$ cat config.mk
export PLATFORM = sky130hd
export DESIGN_NAME = svms_seq
export DESIGN_NICKNAME = d
export VERILOG_FILES = /design/src/hdl/svms_pkg.sv /design/src/hdl/svms_cyl_counter.sv /design/src/hdl/svms_seq.sv
export VERILOG_INCLUDE_DIRS = /design/src /design/src/hdl
export SDC_FILE = /design/constraint.sdc
export NUM_CORES = 1
export LEC_CHECK = 0
export ABC_AREA = 1
export BUFFER_PORTS_ARGS = -buffer_cell sky130_fd_sc_hd__buf_2
export CELL_PAD_IN_SITES_DETAIL_PLACEMENT = 2
export CELL_PAD_IN_SITES_GLOBAL_PLACEMENT = 2
export CORE_MARGIN = 2
export CORE_UTILIZATION = 35
export CTS_BUF_LIST = sky130_fd_sc_hd__clkbuf_8
export DETAILED_ROUTE_END_ITERATION = 10
export PLACE_DENSITY_LB_ADDON = 0.15
export SETUP_SLACK_MARGIN = 0.05
export SKIP_CTS_REPAIR_TIMING = 1
export SLEW_MARGIN = 20
export SYNTH_ARGS = -nofsm -noshare
export SYNTH_HDL_FRONTEND = slang
export SYNTH_HIERARCHICAL = 1
export SYNTH_SLANG_ARGS = --single-unit
$ cat constraint.sdc
create_clock -name clk_i -period 4.65 [get_ports clk_i]
set_input_delay 0.465 -clock clk_i [delete_from_list [all_inputs] [get_ports clk_i]]
set_output_delay 0.465 -clock clk_i [all_outputs]
set_load 0.005 [all_outputs]
$ cat src/hdl/svms_params.svh
// Constants for the servo mode sequencer: offsets, fields, reset values
// Overview of operation
// - On-line latch sets with plug present and servo data, or during recal.
// - Recalibration keeps the drive on line even without servo data.
// - On-line latch clears on plug removal or servo loss outside recal.
// - 815 cylinders; any cylinder difference up to 814 is accepted.
// - Velocity mode while seeking, rezeroing, loading or unloading heads.
// - Position mode while track following, centred or offset.
// - Head loading starts only after disc speed is reached.
// - Loading drives the motor forward until heads are over cylinder 000.
// - Loaded heads switch the servo from velocity to position mode.
// - Retract drives the motor in reverse until carriage is fully out.
// - Retract starts on operator power-down or a servo fault.
// - Recal starts on controller command or plug reinsertion.
// - Recal first reverses until heads leave the cylinder area.
// - Recal then drives forward until heads are over cylinder 000.
// - Finished recalibration switches to position mode.
// - Each cylinder crossed in a seek decrements the difference count.
// - Seek ends and heads stop when the difference count reaches zero.
// - Count-zero indication rises about one track before the target.
// - Position mode only follows a velocity operation that placed heads.
// - Position mode follows centreline or offset as the controller asks.
// - No controller or host action can start a retract.
`ifndef SVMS_PARAMS_SVH
`define SVMS_PARAMS_SVH
// ----------------------------------------
// Register offsets
// ----------------------------------------
`define SVMS_ADDR_SEEK    4'h0
`define SVMS_ADDR_OFFSET  4'h1
`define SVMS_ADDR_CMD     4'h2
`define SVMS_ADDR_STATUS  4'h3
`define SVMS_ADDR_COUNT   4'h4
// ----------------------------------------
// Field positions
// ----------------------------------------
`define SVMS_CMD_SEEK     0
`define SVMS_CMD_RECAL    1
`define SVMS_CMD_OFS_GO   2
`define SVMS_CMD_OFS_CLR  3
`define SVMS_SEEK_DIR     15
`define SVMS_OFS_DIR      8
`define SVMS_ST_ONLINE    0
`define SVMS_ST_VEL       1
`define SVMS_ST_POS       2
`define SVMS_ST_ZERO      3
`define SVMS_ST_OFS       4
`define SVMS_ST_RPEND     5
`define SVMS_ST_STATE     8
// ----------------------------------------
// Sizes and reset values
// ----------------------------------------
`define SVMS_CYL_W        10
`define SVMS_CYL_COUNT    815
`define SVMS_MAX_DIFF     10'h32e
`define SVMS_DIFF_RST     10'h000
`define SVMS_OFS_RST      8'h00
`define SVMS_RD_ZERO      16'h0000
`endif

$ cat src/hdl/svms_pkg.sv
// Types shared by the servo mode sequencer
package svms_pkg;
  typedef enum logic [2:0] {
    SVMS_UNLOADED  = 3'b000,
    SVMS_LOAD      = 3'b001,
    SVMS_FOLLOW    = 3'b010,
    SVMS_SEEK      = 3'b011,
    SVMS_RECAL_REV = 3'b100,
    SVMS_RECAL_FWD = 3'b101,
    SVMS_RETRACT   = 3'b110
  } svms_state_t;
  // Drive sense lines, all synchronous to clk_i
  typedef struct packed {
    logic logical_address_plug;
    logic servo_data;
    logic speed_ok;
    logic power_down;
    logic servo_fault;
    logic cyl_pulse;
    logic at_cyl0;
    logic out_of_area;
    logic retracted;
  } svms_sense_t;
  typedef struct packed {
    logic       dir;
    logic [9:0] diff;
  } svms_seek_arg_t;
  typedef struct packed {
    logic       dir;
    logic [7:0] amount;
  } svms_offset_t;
endpackage

$ cat src/hdl/svms_cyl_counter.sv
// Cylinder difference down-counter with early zero indication
`include "svms_params.svh"
module svms_cyl_counter (
  input  wire logic                   clk_i,
  input  wire logic                   resetn_i,
  input  wire logic                   load_i,
  input  wire logic [`SVMS_CYL_W-1:0] diff_i,
  input  wire logic                   dec_i,
  output logic      [`SVMS_CYL_W-1:0] count_o,
  output logic                        near_zero_o
);
  import svms_pkg::*;
  logic [`SVMS_CYL_W-1:0] count_ff;
  logic [`SVMS_CYL_W-1:0] nxt_count;
  logic                   near_ff;
  logic                   nxt_near;
  // ----------------------------------------
  // Next count
  // ----------------------------------------
  // Load, decrement above zero, else hold
  assign nxt_count = load_i ? diff_i :
                     (dec_i && count_ff != '0) ?
                     count_ff - 10'h001 : count_ff;
  // Flag one cylinder ahead of the target
  assign nxt_near = (nxt_count <= 10'h001);
  // Counter and flag registers
  always_ff @(posedge clk_i or negedge resetn_i)
  begin
    if (!resetn_i)
    begin
      count_ff <= `SVMS_DIFF_RST;
      near_ff  <= 1'b1;
    end
    else
    begin
      count_ff <= nxt_count;
      near_ff  <= nxt_near;
    end
  end
  assign count_o     = count_ff;
  assign near_zero_o = near_ff;
endmodule

$ cat src/hdl/svms_seq.sv
// Servo mode sequencer: on-line latch, mode control and seek sequencing
`include "svms_params.svh"
module svms_seq (
  input  wire logic                 clk_i,
  input  wire logic                 resetn_i,
  input  wire svms_pkg::svms_sense_t sense_i,
  input  wire logic [3:0]           reg_addr_i,
  input  wire logic [15:0]          reg_wdata_i,
  input  wire logic                 reg_we_i,
  input  wire logic                 reg_re_i,
  output logic      [15:0]          reg_rdata_o,
  output logic                      online_o,
  output logic                      velocity_mode_o,
  output logic                      position_mode_o,
  output logic                      vcm_fwd_o,
  output logic                      vcm_rev_o,
  output logic                      cylinder_count_zero_o,
  output logic                      offset_active_o,
  output svms_pkg::svms_offset_t    offset_o
);
  import svms_pkg::*;

  // ----------------------------------------
  // Declarations
  // ----------------------------------------
  svms_state_t            state_ff;
  svms_state_t            nxt_state;
  svms_seek_arg_t         seek_arg_ff;
  svms_seek_arg_t         nxt_seek_arg;
  svms_offset_t           offset_ff;
  svms_offset_t           nxt_offset;
  logic                   seek_dir_ff;
  logic                   nxt_seek_dir;
  logic                   plug_prev_ff;
  logic                   recal_pend_ff;
  logic                   nxt_recal_pend;
  logic                   online_ff;
  logic                   nxt_online;
  logic                   vel_ff;
  logic                   nxt_vel;
  logic                   pos_ff;
  logic                   nxt_pos;
  logic                   fwd_ff;
  logic                   nxt_fwd;
  logic                   rev_ff;
  logic                   nxt_rev;
  logic                   ofs_act_ff;
  logic                   nxt_ofs_act;
  logic [15:0]            rdata_ff;
  logic [15:0]            nxt_rdata;
  logic [15:0]            rd_mux;
  logic [15:0]            status_word;
  logic [`SVMS_CYL_W-1:0] count;
  logic [`SVMS_CYL_W-1:0] wr_diff;
  logic                   near_zero;
  logic                   sel_seek;
  logic                   sel_ofs;
  logic                   sel_cmd;
  logic                   sel_status;
  logic                   sel_count;
  logic                   cmd_wr;
  logic                   seek_cmd;
  logic                   recal_cmd;
  logic                   ofs_go;
  logic                   ofs_clr;
  logic                   plug_rise;
  logic                   retract_req;
  logic                   recal_go;
  logic                   seek_start;
  logic                   recal_active;
  logic                   in_follow;
  logic                   seek_dec;

  // ----------------------------------------
  // Register decode
  // ----------------------------------------
  // Address selects
  assign sel_seek   = (reg_addr_i == `SVMS_ADDR_SEEK);
  assign sel_ofs    = (reg_addr_i == `SVMS_ADDR_OFFSET);
  assign sel_cmd    = (reg_addr_i == `SVMS_ADDR_CMD);
  assign sel_status = (reg_addr_i == `SVMS_ADDR_STATUS);
  assign sel_count  = (reg_addr_i == `SVMS_ADDR_COUNT);

  // Command strobes, one cycle each
  assign cmd_wr    = reg_we_i && sel_cmd;
  assign seek_cmd  = cmd_wr && reg_wdata_i[`SVMS_CMD_SEEK];
  assign recal_cmd = cmd_wr && reg_wdata_i[`SVMS_CMD_RECAL];
  assign ofs_go    = cmd_wr && reg_wdata_i[`SVMS_CMD_OFS_GO];
  assign ofs_clr   = cmd_wr && reg_wdata_i[`SVMS_CMD_OFS_CLR];

  // Clamp difference to the last reachable cylinder
  assign wr_diff = (reg_wdata_i[9:0] > `SVMS_MAX_DIFF) ?
                   `SVMS_MAX_DIFF : reg_wdata_i[9:0];

  // Seek argument store
  assign nxt_seek_arg = (reg_we_i && sel_seek) ?
                        {reg_wdata_i[`SVMS_SEEK_DIR], wr_diff} :
                        seek_arg_ff;

  // Offset amount store
  assign nxt_offset = (reg_we_i && sel_ofs) ?
                      reg_wdata_i[8:0] : offset_ff;

  // Status word
  assign status_word = {5'h00,
                        state_ff,
                        2'b00,
                        recal_pend_ff,
                        ofs_act_ff,
                        near_zero,
                        pos_ff,
                        vel_ff,
                        online_ff};

  // Read selection, unmapped and command read as zero
  assign rd_mux =
    sel_seek   ? {seek_arg_ff.dir, 5'h00, seek_arg_ff.diff} :
    sel_ofs    ? {7'h00, offset_ff} :
    sel_status ? status_word :
    sel_count  ? {6'h00, count} :
    `SVMS_RD_ZERO;
  assign nxt_rdata = reg_re_i ? rd_mux : `SVMS_RD_ZERO;

  // Register file and read data
  always_ff @(posedge clk_i or negedge resetn_i)
  begin
    if (!resetn_i)
    begin
      seek_arg_ff <= {1'b0, `SVMS_DIFF_RST};
      offset_ff   <= {1'b0, `SVMS_OFS_RST};
      rdata_ff    <= `SVMS_RD_ZERO;
    end
    else
    begin
      seek_arg_ff <= nxt_seek_arg;
      offset_ff   <= nxt_offset;
      rdata_ff    <= nxt_rdata;
    end
  end

  // ----------------------------------------
  // Sequencing conditions
  // ----------------------------------------
  // Only internal faults or operator power-down
  assign retract_req = sense_i.power_down ||
                       sense_i.servo_fault;
  assign plug_rise   = sense_i.logical_address_plug &&
                       !plug_prev_ff;
  assign recal_go    = recal_cmd || plug_rise ||
                       recal_pend_ff;
  assign in_follow   = (state_ff == SVMS_FOLLOW);
  assign seek_start  = in_follow && !retract_req &&
                       !recal_go && seek_cmd;
  assign recal_active = (state_ff == SVMS_RECAL_REV) ||
                        (state_ff == SVMS_RECAL_FWD);
  assign seek_dec    = (state_ff == SVMS_SEEK) &&
                       sense_i.cyl_pulse;

  // ----------------------------------------
  // State machine
  // ----------------------------------------
  // Next state
  always_comb
  begin
    nxt_state = state_ff;
    case (state_ff)
      SVMS_UNLOADED:
        if (sense_i.speed_ok && !retract_req)
          nxt_state = SVMS_LOAD;
      SVMS_LOAD:
        if (retract_req)
          nxt_state = SVMS_RETRACT;
        else if (sense_i.at_cyl0)
          nxt_state = SVMS_FOLLOW;
      SVMS_FOLLOW:
        if (retract_req)
          nxt_state = SVMS_RETRACT;
        else if (recal_go)
          nxt_state = SVMS_RECAL_REV;
        else if (seek_cmd)
          nxt_state = SVMS_SEEK;
      SVMS_SEEK:
        if (retract_req)
          nxt_state = SVMS_RETRACT;
        else if (count == '0)
          nxt_state = SVMS_FOLLOW;
      SVMS_RECAL_REV:
        if (retract_req)
          nxt_state = SVMS_RETRACT;
        else if (sense_i.out_of_area)
          nxt_state = SVMS_RECAL_FWD;
      SVMS_RECAL_FWD:
        if (retract_req)
          nxt_state = SVMS_RETRACT;
        else if (sense_i.at_cyl0)
          nxt_state = SVMS_FOLLOW;
      SVMS_RETRACT:
        if (sense_i.retracted)
          nxt_state = SVMS_UNLOADED;
      default:
        nxt_state = SVMS_RETRACT;
    endcase
  end

  // Pending recal survives until the sequence begins; set wins
  assign nxt_recal_pend = recal_cmd || plug_rise ||
                          (recal_pend_ff &&
                           nxt_state != SVMS_RECAL_REV);

  // Seek direction caught at seek start
  assign nxt_seek_dir = seek_start ? seek_arg_ff.dir : seek_dir_ff;

  // ----------------------------------------
  // Outputs from next state, on-line latch from current state
  // ----------------------------------------
  // On-line latch
  assign nxt_online = sense_i.logical_address_plug &&
                      (sense_i.servo_data ||
                       recal_active);

  // Mode selection
  assign nxt_pos = (nxt_state == SVMS_FOLLOW);
  assign nxt_vel = (nxt_state != SVMS_FOLLOW) &&
                   (nxt_state != SVMS_UNLOADED);

  // Motor drive direction
  assign nxt_fwd = (nxt_state == SVMS_LOAD) ||
                   (nxt_state == SVMS_RECAL_FWD) ||
                   (nxt_state == SVMS_SEEK && !nxt_seek_dir);
  assign nxt_rev = (nxt_state == SVMS_RETRACT) ||
                   (nxt_state == SVMS_RECAL_REV) ||
                   (nxt_state == SVMS_SEEK && nxt_seek_dir);

  // Offset following only while staying in track follow; go beats clear
  assign nxt_ofs_act = in_follow && (nxt_state == SVMS_FOLLOW) &&
                       (ofs_go || (ofs_act_ff && !ofs_clr));

  // Sequencer registers
  always_ff @(posedge clk_i or negedge resetn_i)
  begin
    if (!resetn_i)
    begin
      state_ff      <= SVMS_UNLOADED;
      seek_dir_ff   <= 1'b0;
      plug_prev_ff  <= 1'b0;
      recal_pend_ff <= 1'b0;
    end
    else
    begin
      state_ff      <= nxt_state;
      seek_dir_ff   <= nxt_seek_dir;
      plug_prev_ff  <= sense_i.logical_address_plug;
      recal_pend_ff <= nxt_recal_pend;
    end
  end

  // Output registers
  always_ff @(posedge clk_i or negedge resetn_i)
  begin
    if (!resetn_i)
    begin
      online_ff  <= 1'b0;
      vel_ff     <= 1'b0;
      pos_ff     <= 1'b0;
      fwd_ff     <= 1'b0;
      rev_ff     <= 1'b0;
      ofs_act_ff <= 1'b0;
    end
    else
    begin
      online_ff  <= nxt_online;
      vel_ff     <= nxt_vel;
      pos_ff     <= nxt_pos;
      fwd_ff     <= nxt_fwd;
      rev_ff     <= nxt_rev;
      ofs_act_ff <= nxt_ofs_act;
    end
  end

  // ----------------------------------------
  // Difference counter
  // ----------------------------------------
  svms_cyl_counter u_cnt (
    .clk_i       (clk_i),
    .resetn_i    (resetn_i),
    .load_i      (seek_start),
    .diff_i      (seek_arg_ff.diff),
    .dec_i       (seek_dec),
    .count_o     (count),
    .near_zero_o (near_zero)
  );

  // Port drive
  assign reg_rdata_o           = rdata_ff;
  assign online_o              = online_ff;
  assign velocity_mode_o       = vel_ff;
  assign position_mode_o       = pos_ff;
  assign vcm_fwd_o             = fwd_ff;
  assign vcm_rev_o             = rev_ff;
  assign cylinder_count_zero_o = near_zero;
  assign offset_active_o       = ofs_act_ff;
  assign offset_o              = offset_ff;
endmodule

==> metrics.txt, run 1 <==
Max Root-Sink Buffers 2; global route overflow 0; vias in the first global route 3117; Clock transition at path regs 0.10 ns; GRT met3 Usage 2.43%; Die H 97.9 um; Layout Cells excl Fill 561; GR met2 Demand/Resource 36.9%; Avg Vias per Cell 5.14; first-pass GRT wire length 16.6 mm; register-to-register setup slack 2.10 ns; Worst setup SP type flip-flop; most common cell after layout, fill and taps aside nand2_1; relative slew slack 52.1%; number of library cell types mapped by synthesis 39; Clock Latency Late Sink 0.31 ns; 1st-iter DRT viols 97; Yosys warning count 6; placed cell count 553; Final Util 41.1%; Worst VDD drop 144 uV; Worst Path Arrival 2.80 ns; WS Path Type flip-flop to flip-flop; nature of the critical path endpoint flip-flop; FF+latch count, synth 55; Die ar. 9590 um2; Post-Layout Inst Area 3550 um2; core box area 8640 um2; Final setup viols 0; min Tclk post-route 2.55 ns; largest net degree at the start of global routing 56; GRT Total Usage 21.7%; RSZ-0062 raised after global routing false; ANT nets after route 0; status complete, no violations; crit share post-route 54.8%; DP Area 3450 um2; io pins 65; Initial Util 35.8%; H-tree levels 2; I/O Buffers 55; commonest cells after routing, fill and taps aside nand2_1, buf_2, dfrtp_1; # rows 34; synthesis-to-layout area growth 15.0%; fin. max-slew vios 0; worst path required time 4.90 ns; GRT met1 Usage 29.7%; Synth area leader dfrtp_1; fill count 1041; syn_area_per_cell 7.78 um2; dominant cells by area after synthesis dfrtp_1, nand2_1, inv_1; pwr/cell area 438 nW/um2; Setup WS pre-CTS 2.12 ns; post-synthesis cell count 397; most used routing layer met2; CTS sink cnt 55; leakage power 1.94 nW; TNS Setup 0 ns; Worst R2R Path Depth 14; share of layout cells above drive strength 1 23.6%; Total Wirelength 10.0 mm; RD Place Congestion 0.813; initial antenna violation count 0; worst slew pin tran 0.718 ns; Final WS setup 2.10 ns; Peak Freq 392 MHz; maxcap violations 0; clock buffer count from CTS 5; CTS tree built; HP Class input pin to asynchronous set/reset pin; DR DRC count 0; dpl hpwl 7.89 mm; Synth top area share 43.8%; number of detailed-route iterations in the first pass 4; clk root buf clkbuf_8; final net count 487; ANT cells 0; DR WL/cell 17.8 um; synthesized cell area 3090 um2; Die W 97.9 um; Final Skew 0.00488 ns; Final Hold Viols 0; DR vias 2885; sequential share of the synthesized area 44.6%; critical path peak fanout 13
==> layer usage <==
layer,part of all wire [%],wire (um),vias to the layer above
li1,-,-,1372
met1,46,4650,1450
met2,49,4930,54
met3,2.7,273,9
met4,1.5,147,0
met5,0,0,-
==> per-stage QoR <==
stage                     power [W]  hold WS [ns]
after floorplan             0.00105         0.169
after global placement      0.00123         0.472
after detailed placement    0.00127         0.488
after CTS                   0.00157         0.284
after global routing        0.00168         0.282
final                       0.00156         0.273
==> synthesized netlist by cell type, drive strengths merged <==
| cell type | instances |
|---|---|
| o211ai | 1 |
| o21ai | 29 |
| or2 | 4 |
| ha | 2 |
| o31ai | 2 |
| a221o | 1 |
| o22ai | 4 |
| nand3 | 33 |
| a31oi | 6 |
| nor2 | 41 |
| nand3b | 2 |
| buf | 11 |
| conb | 1 |
| inv | 51 |
| a21oi | 11 |
| xor2 | 1 |
| o21bai | 2 |
| nor3 | 3 |
| a21boi | 1 |
| mux2i | 1 |
| dfrtp | 54 |
| mux2 | 3 |
| dfstp | 1 |
| nand4 | 7 |
| nand2 | 125 |
==> flip-flops by register name (all words and copies together), names as in the netlist, 3 cells and up <==
name and count:
u_cnt/count_o 10, seek_arg_ff 11, offset_o 9, state_ff 3, reg_rdata_o 12
==> area by class of cell <==
| cell class | count | area [um2] | share of cell area (%) |
|---|---|---|---|
| Clock buffer | 7 | 96.3 | 2.71 |
| Clock inverter | 1 | 3.75 | 0.106 |
| Inverter | 51 | 191 | 5.39 |
| Multi-Input combinational cell | 283 | 1460 | 41.2 |
| Sequential cell | 55 | 1380 | 38.8 |
| Tap cell | 108 | 135 | 3.81 |
| Timing Repair Buffer | 56 | 283 | 7.97 |
==> where the power goes <==
| group | internal (W) | switching (W) | total, W |
|---|---|---|---|
| clock | 0.000134 | 0.000161 | 0.000295 |
| sequential | 0.000577 | 0.000107 | 0.000685 |
| combinational | 0.000198 | 0.000378 | 0.000576 |
| total | 0.000910 | 0.000646 | 0.00156 |
==> worst max-delay path, stage by stage, from the launching register on <==
cell     delay [ns]
dfrtp_1        0.54
inv_2          0.16
nand2_2        0.08
nor2_4         0.15
nand2_2        0.09
nor2_4         0.15
nand2_1        0.08
inv_1          0.21
inv_1          0.27
or2_2          0.35
nand2_1        0.09
nand2_1        0.06
inv_1          0.05
nand3_1        0.06
nor2_1         0.13
==> cell families (layout without fill, tap and decap cells) <==
kind of cell | count (synthesis) | count (layout) | synth area share (%)
simple gates | 215 | 215 | 33.2
fa+ha+maj | 2 | 2 | 0.810
mux | 4 | 4 | 1.42
buf+inv | 62 | 115 | 8.39
compound gates | 57 | 57 | 11.1
xor+xnor | 1 | 1 | 0.284
other cells | 1 | 4 | 0.121
flops | 55 | 55 | 44.6
==> worst paths after layout <==
path / from / endpoint
max: state_ff[0]$_DFF_PN0_ / u_cnt/near_zero_o$_DFF_PN1_
min: resetn_i / offset_o[3]$_DFFE_PN0P_
max reg2reg: state_ff[0]$_DFF_PN0_ / u_cnt/near_zero_o$_DFF_PN1_
min reg2reg: seek_dir_ff$_DFF_PN0_ / seek_dir_ff$_DFF_PN0_
max in group asynchronous: resetn_i / u_cnt/count_o[4]$_DFF_PN0_
min in group clk_i: sense_i[8] / plug_prev_ff$_DFF_PN0_
Note: power is estimated with default switching activity, not from simulation.
==> run 2, diff against run 1 <==
Settings changed: CORE_UTILIZATION 35 to 29.
Clock period 4.65 ns to 2.2 ns, I/O delays scaled along.
==> run 2 against run 1 <==
  * Via count decreased by 1.0%
  * Worst hold slack worse by 0.24 ns
  * Clock skew rose by 0.0031 ns
  * Combinational power grew 120%
  * First-iteration DRC count up 40%
  * Total power up 130%
  * Setup slack worse by 1.9 ns
  * Critical path type unchanged
  * Largest power group unchanged
  * Highest routed layer unchanged
==> metrics.txt, run 2 (synthesis gave the netlist of run 1 again) <==
RD Place Congestion 0.839 (was 0.813); Layout Cells excl Fill 599 (was 561); r2r startpoint state_ff[0]$_DFF_PN0_ (unchanged); worst path required time 2.45 ns (was 4.90 ns); TNS Setup 0 ns (unchanged); placed cell count 587 (was 553); Die W 107 um (was 97.9 um); synthesis-to-layout area growth 20.3% (was 15.0%); worst slew pin tran 0.551 ns (was 0.718 ns); fin. max-slew vios 0 (unchanged); DR WL/cell 16.9 um (was 17.8 um); Clock transition at path regs 0.10 ns (about the same); core box area 10300 um2 (was 8640 um2); H-tree levels 2 (unchanged); CTS sink cnt 55 (unchanged); Die ar. 11500 um2 (was 9590 um2); RSZ-0062 raised after global routing false (unchanged); CP startpoint state_ff[0]$_DFF_PN0_ (unchanged); multi-input logic area 1470 um2 (was 1460 um2); Max Root-Sink Buffers 2 (unchanged); initial antenna violation count 0 (unchanged); clk root buf clkbuf_8 (unchanged); ANT nets after route 0 (unchanged); Worst Hold End plug_prev_ff$_DFF_PN0_; FF/Latch Area 1380 um2 (about the same); Worst R2R Path Depth 14 (unchanged); register-to-register setup slack 0.21 ns (was 2.10 ns); hold depth 1; pwr/cell area 946 nW/um2 (was 438 nW/um2); routed length on met1 4.91 mm (was 4.65 mm); I/O Buffers 55 (unchanged); HP Start sense_i[8]; max layer used met4 (unchanged); first-pass GRT wire length 17.1 mm (was 16.6 mm); final net count 497 (was 487); critical path peak fanout 9 (was 13); Worst setup SP type flip-flop (unchanged); Met2 Routed Length 4.93 mm (about the same); crit share post-route 90.7% (was 54.8%); clock buffer count from CTS 5 (unchanged); met3 wire length 247 um (was 273 um); ANT cells 0 (unchanged); fill count 1234 (was 1041); Worst VDD drop 276 uV (was 144 uV); Final Skew 0.00796 ns (was 0.00488 ns); Largest register FFs 12 (unchanged); HP Class input pin to flip-flop (was input pin to asynchronous set/reset pin); largest net degree at the start of global routing 38 (was 56); Final WS setup 0.206 ns (was 2.10 ns); Worst Path Arrival 2.24 ns (was 2.80 ns); nature of the critical path endpoint flip-flop (unchanged); relative slew slack 63.3% (was 52.1%); maxcap violations 0 (unchanged); Clock Latency Late Sink 0.32 ns (was 0.31 ns); Avg Vias per Cell 4.77 (was 5.14); Peak Freq 501 MHz (was 392 MHz); io pins 65 (unchanged); Post-Layout Inst Area 3710 um2 (was 3550 um2); share of layout cells above drive strength 1 25.9% (was 23.6%); most common cell after layout, fill and taps aside nand2_1 (unchanged); DR vias 2855 (was 2885); leakage power 2.00 nW (was 1.94 nW); Fin Hold WS 0.0296 ns (was 0.273 ns); Final setup viols 0 (unchanged); min Tclk post-route 1.99 ns (was 2.55 ns); Die H 107 um (was 97.9 um); GRT Total Usage 19.1% (was 21.7%); # rows 37 (was 34); commonest cells after routing, fill and taps aside nand2_1, buf_2, dfrtp_1 (unchanged); Final Hold Viols 0 (unchanged); vias in the first global route 3136 (was 3117); Reg-to-Reg End u_cnt/near_zero_o$_DFF_PN1_ (unchanged); CTS tree built (unchanged); number of detailed-route iterations in the first pass 4 (unchanged); 1st-iter DRT viols 136 (was 97); DR DRC count 0 (unchanged); status complete, no violations (unchanged); global route overflow 0 (unchanged); Setup WS pre-CTS 0.152 ns (was 2.12 ns); DP Area 3540 um2 (was 3450 um2); dpl hpwl 8.22 mm (was 7.89 mm); Total Wirelength 10.2 mm (was 10.0 mm); WS Path Type flip-flop to flip-flop (unchanged); Initial Util 29.9% (was 35.8%)
## run 2: critical path, stage by stage, from the launching register on
cell and delay [ns]:
dfrtp_2 0.46, inv_2 0.10, nand2_2 0.07, nor2_4 0.10, nand2_2 0.07, nor2_4 0.12
nand2_1 0.09, inv_1 0.10, inv_1 0.10, buf_4 0.18, nand2_1 0.10, nand2_2 0.06
nor2_1 0.12, nand3_1 0.11, nor2_2 0.15
## run 2: area by class of cell
type | count | share of cell area [%]
clock buffer | 5 | 1.85
sequential | 55 | 37.1
inverter | 51 | 5.15
multi-input combinational | 283 | 39.5
tap | 136 | 4.58
clock inverter | 3 | 1.72
timing repair buffer | 66 | 10.0
## run 2: power by group
part / total [W] / switching (W) / internal, W / leakage (nW)
Combinational: 0.00128 / 0.000833 / 0.000452 / 1.23
Clock: 0.000793 / 0.000342 / 0.000451 / 0.0695
Sequential: 0.00144 / 0.000214 / 0.00122 / 0.709
## run 2: worst max path at each step
| stage | end | cells past startpoint |
|---|---|---|
| after detailed placement | u_cnt/near_zero_o$_DFF_PN1_ | 14 |
| final | u_cnt/near_zero_o$_DFF_PN1_ | 14 |
| after CTS | u_cnt/near_zero_o$_DFF_PN1_ | 14 |
| after global routing | u_cnt/near_zero_o$_DFF_PN1_ | 14 |
| after floorplan | u_cnt/near_zero_o$_DFF_PN1_ | 14 |
| after global placement | u_cnt/near_zero_o$_DFF_PN1_ | 14 |
## run 2: layer usage
metal	GRT usage [%]	up-vias
met1	26.3	1412
met5	0	-
met2	32.5	42
met3	2.25	6
li1	-	1395
met4	3.34	0
## run 2: through the flow
step	power (W)	utilization, %
after CTS	0.00355	35.6
after detailed placement	0.00274	34.3
after floorplan	0.00222	-
after global placement	0.00266	34.3
final	0.00351	36.0
after global routing	0.00381	36.0
